<file path="src/alert_flags_pkg.sv">
// Package: register map and field layout of the alert flag bank
`default_nettype none
package alert_flags_pkg;
  localparam int ADDR_W = 8;
  localparam int DATA_W = 32;
  localparam int FLAG_W = 8;
  localparam int PIN_W = 5;
  // Byte addresses of the word registers
  localparam logic [7:0] ADDR_SOURCE_STATUS = 8'h20;
  localparam logic [7:0] ADDR_ALERT_MASK = 8'h24;
  localparam logic [7:0] ADDR_ADDRESS_CTRL = 8'h28;
  localparam logic [7:0] ADDR_IO_CTRL = 8'h2C;
  // Field positions in the source status word
  localparam int BIT_UNASSIGNED = 7;
  localparam int BIT_CFG_INVALID = 6;
  localparam int BIT_OTP_DOUBLE = 5;
  localparam int BIT_FORCE = 4;
  localparam int BIT_THERMAL = 3;
  localparam int BIT_SLEEP = 2;
  localparam int BIT_OVERTEMP_2 = 1;
  localparam int BIT_OVERTEMP_1 = 0;
  // Field positions in address and I/O control
  localparam int BIT_ADDR_ASSIGNED = 7;
  localparam int BIT_IO_TS1_EN = 0;
  localparam int BIT_IO_TS2_EN = 1;
  localparam int BIT_IO_SLEEP = 2;
  localparam int IO_W = 3;
  // Synchronised pin order
  localparam int PIN_TS1 = 0;
  localparam int PIN_TS2 = 1;
  localparam int PIN_THERMAL = 2;
  localparam int PIN_OTP = 3;
  localparam int PIN_PARITY = 4;
  // Reset values
  localparam logic [7:0] RST_MASK = 8'h00;
  localparam logic [2:0] RST_IO = 3'h0;
  localparam logic RST_UNASSIGNED = 1'b1;
  localparam logic RST_ASSIGNED = 1'b0;
  localparam logic RST_FORCE = 1'b0;
  localparam logic [31:0] RST_RDATA = 32'h0000_0000;
  typedef enum logic {ASSIGN_IDLE, ASSIGN_ARMED} assign_clear_e;
endpackage
`default_nettype wire

</file>
<file path="src/pin_sync.sv">
// Two-flop synchroniser for a group of asynchronous pins
`timescale 1ns/100ps
`default_nettype none
module pin_sync #(
  parameter int WIDTH = 5
) (
  input wire logic clk,
  input wire logic rstn,
  input wire logic [WIDTH-1:0] pin_in,
  output logic [WIDTH-1:0] sync_out
);
  logic [WIDTH-1:0] meta_r;
  logic [WIDTH-1:0] sync_r;

  genvar i;
  generate
    for (i = 0; i < WIDTH; i++) begin : g_bit
      always_ff @(posedge clk or negedge rstn) begin
        if (!rstn) begin
          meta_r[i] <= 1'b0;
          sync_r[i] <= 1'b0;
        end else begin
          meta_r[i] <= pin_in[i];
          sync_r[i] <= meta_r[i];
        end
      end
    end
  endgenerate

  assign sync_out = sync_r;
endmodule
`default_nettype wire

</file>
<file path="src/sticky_flag.sv">
// One sticky status bit where a set beats a same-cycle clear
`timescale 1ns/100ps
`default_nettype none
module sticky_flag (
  input wire logic clk,
  input wire logic rstn,
  input wire logic set,
  input wire logic clr,
  output logic q
);
  logic q_r;
  logic q_nxt;

  // Set wins so an event in the clear cycle is not lost
  assign q_nxt = set ? 1'b1 : (clr ? 1'b0 : q_r);

  always_ff @(posedge clk or negedge rstn) begin
    if (!rstn) begin
      q_r <= 1'b0;
    end else begin
      q_r <= q_nxt;
    end
  end

  assign q = q_r;
endmodule
`default_nettype wire

</file>
<file path="src/alert_source_bank.sv">
// Alert source status bank with Avalon-MM slave, mask and alert output
//
// What this block does
// - Bit 7 set while address not assigned
// - Unassigned flag clears by 1 then 0
// - Unassigned flag resets to 1, 0 only when assigned
// - Bit 6 flags invalid protected configuration
// - Bit 5 flags uncorrectable OTP error
// - Bit 4 force bit drives alert
// - Bit 3 set while thermal shutdown active
// - Bit 2 set on sleep activation only
// - No repeat sleep alert while held
// - Bit 1 set above second threshold
// - Bit 1 zero when input two disabled
// - Bit 0 set above first threshold
// - Bit 0 zero when input one disabled
// - Flags clear by writing one
//
// Local design decisions: register access over Avalon-MM and the placing of the registers.
`timescale 1ns/100ps
`default_nettype none
module alert_source_bank
  import alert_flags_pkg::*;
(
  input wire logic clk,
  input wire logic rstn,
  input wire logic [ADDR_W-1:0] address,
  input wire logic read,
  input wire logic write,
  input wire logic [3:0] byteenable,
  input wire logic [DATA_W-1:0] writedata,
  output logic [DATA_W-1:0] readdata,
  output logic waitrequest,
  input wire logic ts1_over_pin,
  input wire logic ts2_over_pin,
  input wire logic thermal_shutdown_pin,
  input wire logic otp_double_err_pin,
  input wire logic cfg_parity_bad_pin,
  output logic alert_out,
  output logic irq
);

  ////////////////////////////////////////////////////////////////////////
  // Registers and decode

  logic wait_r;
  logic [DATA_W-1:0] rdata_r;
  logic [DATA_W-1:0] rdata_nxt;
  logic [FLAG_W-1:0] mask_r;
  logic assigned_r;
  logic [IO_W-1:0] io_r;
  logic force_r;
  logic unassigned_r;
  logic unassigned_nxt;
  logic sleep_prev_r;
  logic alert_r;
  logic irq_r;
  assign_clear_e clr_state_r;
  assign_clear_e clr_state_nxt;

  logic [PIN_W-1:0] pin_raw;
  logic [PIN_W-1:0] pin_s;
  logic [FLAG_W-1:0] set_v;
  logic [FLAG_W-1:0] clr_v;
  logic [FLAG_W-1:0] flag_q;
  logic [FLAG_W-1:0] status_w;
  logic [7:0] wd;
  wire req = read | write;
  wire commit = req & ~wait_r;
  wire wr_lane0 = write & commit & byteenable[0];
  wire sel_status = (address == ADDR_SOURCE_STATUS);
  wire sel_mask = (address == ADDR_ALERT_MASK);
  wire sel_addr = (address == ADDR_ADDRESS_CTRL);
  wire sel_io = (address == ADDR_IO_CTRL);
  wire wr_status = wr_lane0 & sel_status;
  wire en1 = io_r[BIT_IO_TS1_EN];
  wire en2 = io_r[BIT_IO_TS2_EN];
  wire sleep_req = io_r[BIT_IO_SLEEP];
  wire sleep_rise = sleep_req & ~sleep_prev_r;
  wire arm_ok = wr_status & wd[BIT_UNASSIGNED] & assigned_r;
  wire clear_ok = wr_status & ~wd[BIT_UNASSIGNED] & assigned_r;

  assign wd = writedata[7:0];

  ////////////////////////////////////////////////////////////////////////
  // Pin synchronisers, comparators come from the analog side

  assign pin_raw[PIN_TS1] = ts1_over_pin;
  assign pin_raw[PIN_TS2] = ts2_over_pin;
  assign pin_raw[PIN_THERMAL] = thermal_shutdown_pin;
  assign pin_raw[PIN_OTP] = otp_double_err_pin;
  assign pin_raw[PIN_PARITY] = cfg_parity_bad_pin;

  pin_sync #(.WIDTH(PIN_W)) u_sync (
    .clk(clk),
    .rstn(rstn),
    .pin_in(pin_raw),
    .sync_out(pin_s)
  );

  ////////////////////////////////////////////////////////////////////////
  // Sticky flags

  assign set_v[BIT_UNASSIGNED] = 1'b0;
  assign set_v[BIT_CFG_INVALID] = pin_s[PIN_PARITY];
  assign set_v[BIT_OTP_DOUBLE] = pin_s[PIN_OTP];
  assign set_v[BIT_FORCE] = 1'b0;
  assign set_v[BIT_THERMAL] = pin_s[PIN_THERMAL];
  // Edge of the request, so a held sleep request cannot re-alert
  assign set_v[BIT_SLEEP] = sleep_rise;
  assign set_v[BIT_OVERTEMP_2] = pin_s[PIN_TS2] & en2;
  assign set_v[BIT_OVERTEMP_1] = pin_s[PIN_TS1] & en1;

  // Write-one-to-clear; a disabled input also drops its flag
  assign clr_v = ({FLAG_W{wr_status}} & wd)
               | {6'h00, ~en2, ~en1};

  genvar i;
  generate
    for (i = 0; i < FLAG_W; i++) begin : g_flag
      if (i != BIT_UNASSIGNED && i != BIT_FORCE) begin : g_cell
        sticky_flag u_flag (
          .clk(clk),
          .rstn(rstn),
          .set(set_v[i]),
          .clr(clr_v[i]),
          .q(flag_q[i])
        );
      end else begin : g_none
        assign flag_q[i] = 1'b0;
      end
    end
  endgenerate

  assign status_w[BIT_UNASSIGNED] = unassigned_r;
  assign status_w[BIT_CFG_INVALID] = flag_q[BIT_CFG_INVALID];
  assign status_w[BIT_OTP_DOUBLE] = flag_q[BIT_OTP_DOUBLE];
  assign status_w[BIT_FORCE] = force_r;
  assign status_w[BIT_THERMAL] = flag_q[BIT_THERMAL];
  assign status_w[BIT_SLEEP] = flag_q[BIT_SLEEP];
  assign status_w[BIT_OVERTEMP_2] = flag_q[BIT_OVERTEMP_2] & en2;
  assign status_w[BIT_OVERTEMP_1] = flag_q[BIT_OVERTEMP_1] & en1;

  ////////////////////////////////////////////////////////////////////////
  // Address-unassigned flag: one write of 1 arms, a later 0 clears

  always_comb begin
    clr_state_nxt = clr_state_r;
    unassigned_nxt = unassigned_r;
    unique case (clr_state_r)
      ASSIGN_IDLE: begin
        if (arm_ok) begin
          clr_state_nxt = ASSIGN_ARMED;
        end
      end
      ASSIGN_ARMED: begin
        if (!assigned_r) begin
          clr_state_nxt = ASSIGN_IDLE;
        end else if (clear_ok) begin
          clr_state_nxt = ASSIGN_IDLE;
          unassigned_nxt = 1'b0;
        end
      end
    endcase
    // Losing the address wins over the clearing write
    if (!assigned_r) begin
      unassigned_nxt = 1'b1;
    end
  end

  always_ff @(posedge clk or negedge rstn) begin
    if (!rstn) begin
      clr_state_r <= ASSIGN_IDLE;
      unassigned_r <= RST_UNASSIGNED;
    end else begin
      clr_state_r <= clr_state_nxt;
      unassigned_r <= unassigned_nxt;
    end
  end

  ////////////////////////////////////////////////////////////////////////
  // Control registers written by software

  always_ff @(posedge clk or negedge rstn) begin
    if (!rstn) begin
      mask_r <= RST_MASK;
      assigned_r <= RST_ASSIGNED;
      io_r <= RST_IO;
      force_r <= RST_FORCE;
    end else if (wr_lane0) begin
      if (sel_mask) mask_r <= wd;
      if (sel_addr) assigned_r <= wd[BIT_ADDR_ASSIGNED];
      if (sel_io) io_r <= wd[IO_W-1:0];
      if (sel_status) force_r <= wd[BIT_FORCE];
    end
  end

  always_ff @(posedge clk or negedge rstn) begin
    if (!rstn) begin
      sleep_prev_r <= 1'b0;
    end else begin
      sleep_prev_r <= sleep_req;
    end
  end

  ////////////////////////////////////////////////////////////////////////
  // Avalon-MM slave: fixed one wait state, unmapped reads return zero

  assign rdata_nxt = sel_status ? {24'h00_0000, status_w} :
                     sel_mask ? {24'h00_0000, mask_r} :
                     sel_addr ? {24'h00_0000, assigned_r, 7'h00} :
                     sel_io ? {29'h0000_0000, io_r} :
                     32'h0000_0000;

  always_ff @(posedge clk or negedge rstn) begin
    if (!rstn) begin
      wait_r <= 1'b1;
      rdata_r <= RST_RDATA;
    end else begin
      wait_r <= ~(req & wait_r);
      if (read & wait_r) rdata_r <= rdata_nxt;
    end
  end

  ////////////////////////////////////////////////////////////////////////
  // Alert and interrupt outputs

  always_ff @(posedge clk or negedge rstn) begin
    if (!rstn) begin
      alert_r <= 1'b0;
      irq_r <= 1'b0;
    end else begin
      alert_r <= |status_w;
      irq_r <= |(status_w & mask_r);
    end
  end

  assign readdata = rdata_r;
  assign waitrequest = wait_r;
  assign alert_out = alert_r;
  assign irq = irq_r;
endmodule
`default_nettype wire

</file>
<file path="config.mk">
export PLATFORM = sky130hd
export DESIGN_NAME = alert_source_bank
export DESIGN_NICKNAME = d
export VERILOG_FILES = /design/src/alert_flags_pkg.sv /design/src/pin_sync.sv /design/src/sticky_flag.sv /design/src/alert_source_bank.sv
export SDC_FILE = /design/constraint.sdc
export NUM_CORES = 1
export LEC_CHECK = 0
export BUFFER_PORTS_ARGS = -buffer_cell sky130_fd_sc_hd__buf_4
export CAP_MARGIN = 20
export CELL_PAD_IN_SITES_DETAIL_PLACEMENT = 2
export CELL_PAD_IN_SITES_GLOBAL_PLACEMENT = 2
export CORE_MARGIN = 1.5
export CORE_UTILIZATION = 29
export CTS_BUF_LIST = sky130_fd_sc_hd__clkbuf_8
export CTS_CLUSTER_SIZE = 40
export DETAILED_ROUTE_END_ITERATION = 6
export PLACE_DENSITY_LB_ADDON = 0.08
export SLEW_MARGIN = 5
export SYNTH_ARGS = -nofsm -noshare
export SYNTH_HDL_FRONTEND = slang
export SYNTH_HIERARCHICAL = 1
export SYNTH_SLANG_ARGS = --single-unit
</file>
<file path="constraint.sdc">
create_clock -name clk -period 1.79 [get_ports clk]
set_input_delay 0.0895 -clock clk [delete_from_list [all_inputs] [get_ports clk]]
set_output_delay 0.0895 -clock clk [all_outputs]
set_load 0.02 [all_outputs]
</file>
==> metrics.cfg <==
[finish]
num-fill-cells = 723
syn_to_final_growth_pct = 23.4
ff_latch_area_um2 = 1080
multi_input_area_um2 = 749
finalInstanceArea_um2 = 2460
fin_util_pct = 36.6
final_common_cell = dfrtp_1
n_antenna_cell = 0
final_cell_mix = dfrtp_1, buf_4, conb_1
drive_gt1_share_pct = 27.7
nNetsFinal = 277

[clock_network]
root_buffer = clkbuf_8
clkSinkCount = 43
htree_levels = 2
cts_made_buffers = 5
clkLatencyLatePin_ns = 0.29
cts_tree = yes
path_clk_slew_ns = 0.08
cts_setup_buffers = 0
clk_path_buf_depth = 2

[routing]
vias = 1400
final_antenna_net_count = 0
wire_per_inst_um = 15.7
drcViolationCount = 0
drt_iter0_markers = 84
wirelength_mm = 4.77
via_per_inst = 4.61
firstDrtPassIters = 4

[worst_setup_path]
r2r_cells = 4
cp.required_ns = 1.97
crit_path_cell_trace = and3b_1 > nand4_2 > buf_4 > mux2_2
setup.worst_path.class = reg -> reg
crit_path_start_kind = flop
cp_max_fo = 8
slowest_stage = dfstp_2
r2r_setup_slack_ns = 0.21
crit_arrival_ns = 1.76
end_kind = flop
cpPeakStageDelay_ns = 0.56

[timing]
skew_ns = 0.00705
rsz0062_at_grt = false
setup_ws_ns = 0.209
worstMarginPinSlew_ns = 0.549
max_freq_mhz = 633
final.setup.tns_ns = 0
finalCriticalPeriod_ns = 1.58
timing.final.hold_violations = 0
timing.hold.ws_ns = 0.0434
setup_violations = 0
fin_crit_sh_pct = 88.3
slew_violations = 0
timing.slew.headroom_pct = 63.4

[synth]
yosys_warnings = 6
synth_xor_area_share_pct = 0
ys_types = 36
synth_mux_area_share_pct = 9.81
synth_top_family_by_area = buffers and inverters
ys_seq_area_share_pct = 54.2
ys_ff_latch = 43
syn_avg_cell_area_um2 = 11.4
syn-cell-area_um2 = 1990
synth_ff_type = dfrtp_1
synth_compound_gate_area_share_pct = 11.5
synth_edf_count = 0
synth_fa_ha_area_share_pct = 0
synth-simple-area-share_pct = 11.8
async_flop_share_pct = 100
netlist_instances = 175

[placed_design]
gp_congestion = 0.722
placed_area_um2 = 2270
portBuffers = 36
hpwlAfterDp_mm = 3.52
dpl_worst_slack_ns = 0.199

[global_route]
grt_start_max_net_pins = 44
grt_overflow = 0
grt_usage_pct = 13.8
grt_pass1_vias = 1553
antenna_found_initial = 0
grt_pass1_wl_mm = 7.82

[floorplan]
dieHeight_um = 85.9
initial_core_util_pct = 29.6
ios = 88
dieWidth_um = 85.9
dieArea_um2 = 7370
core_region_area_um2 = 6720
rows = 30

[power]
powerDensity_nw_per_um2 = 794
p_leak_nw = 1.23
ir_worst_vdd_v = 0.000374

[run]
maxCapViolations = 0

[hold_path]
hold_depth = 2
worstHoldPathType = in -> reg

[outcome]
outcome = completed

-- per-layer routing --
layer	vias to the layer above	track usage [%]	wire [um]	part of all wire (%)
met1	694	16.8	2030	43
li1	657	-	-	-
met4	0	3.96	59	1.2
met5	-	0	0	0
met2	41	24.3	2470	52
met3	8	3.18	204	4.3
-- final timing paths --
check / startpoint / to
max: waitrequest$_DFF_PN1_ / mask_r[3]$_DFFE_PN0P_
max reg2reg: waitrequest$_DFF_PN1_ / mask_r[3]$_DFFE_PN0P_
max in group asynchronous: rstn / mask_r[0]$_DFFE_PN0P_
min reg2reg: u_sync/meta_r[0]$_DFF_PN0_ / u_sync/sync_out[0]$_DFF_PN0_
min: writedata[4] / force_r$_DFFE_PN0N_
min in group asynchronous: rstn / u_sync/meta_r[3]$_DFF_PN0_
-- power by group --
part / internal [W] / switching [W] / total (W) / leakage (nW)
Sequential: 0.00100 / 0.0000194 / 0.00102 / 0.543
Combinational: 0.0000816 / 0.000130 / 0.000212 / 0.634
Clock: 0.000403 / 0.000316 / 0.000720 / 0.0554
-- repair_timing --
action,CTS,global route
hold buffers,8,0
endpoints found under the hold margin,47,0
gates resized for setup,0,0
-- layout make-up --
class	count	share of cell area, %
clock buffer	5	2.80
clock inverter	2	1.38
inverter	14	2.14
multi-input combinational	113	30.5
sequential	43	43.9
tap	80	4.08
timing repair buffer	47	15.2
-- logic make-up after synthesis --
logic type | Yosys count
AOI/OAI and AO/OA | 29
buffers and inverters | 42
DFF | 43
muxes | 18
other | 1
and+or+nand+nor | 42
-- sequential cells by signal, indices dropped and copies added (netlist names), 3 cells and up --
register,count
readdata,8
u_sync/sync_out,5
mask_r,8
io_r,3
g_flag.g_cell.u_flag/q,6
u_sync/meta_r,5
-- Yosys cell counts, types with 2 or more instances --
cell	n	share of area [%]
o2bb2ai_1	2	0.88
nor2_1	7	1.3
a21o_1	6	2.3
o41ai_1	7	3.1
nand2b_1	2	0.63
and2_1	3	0.94
nor2b_1	3	0.94
dfrtp_1	41	52
dfstp_2	2	2.6
mux2_2	12	6.8
o21ai_0	3	0.75
nand2_1	15	2.8
nand3_1	3	0.75
buf_4	24	9.1
a22o_1	2	0.88
clkbuf_1	3	0.57
nand4_1	2	0.63
inv_1	14	2.6
mux2i_1	6	3.0
nor4_1	2	0.63
-- metrics by stage --
step | std cells | total power, W
global placement | 289 | 0.00123
global route | 304 | 0.00203
detailed placement | 289 | 0.00124
finish | 304 | 0.00195
CTS | 304 | 0.00198
floorplan | 198 | 0.00118
-- worst max-delay path, delay by kind of cell, from the launching register on --
kind	cells	cell delay, ns
flops	1	0.56
simple gates	2	0.37
mux	1	0.35
buf+inv	1	0.18
Note: power is estimated with default switching activity, not from simulation.
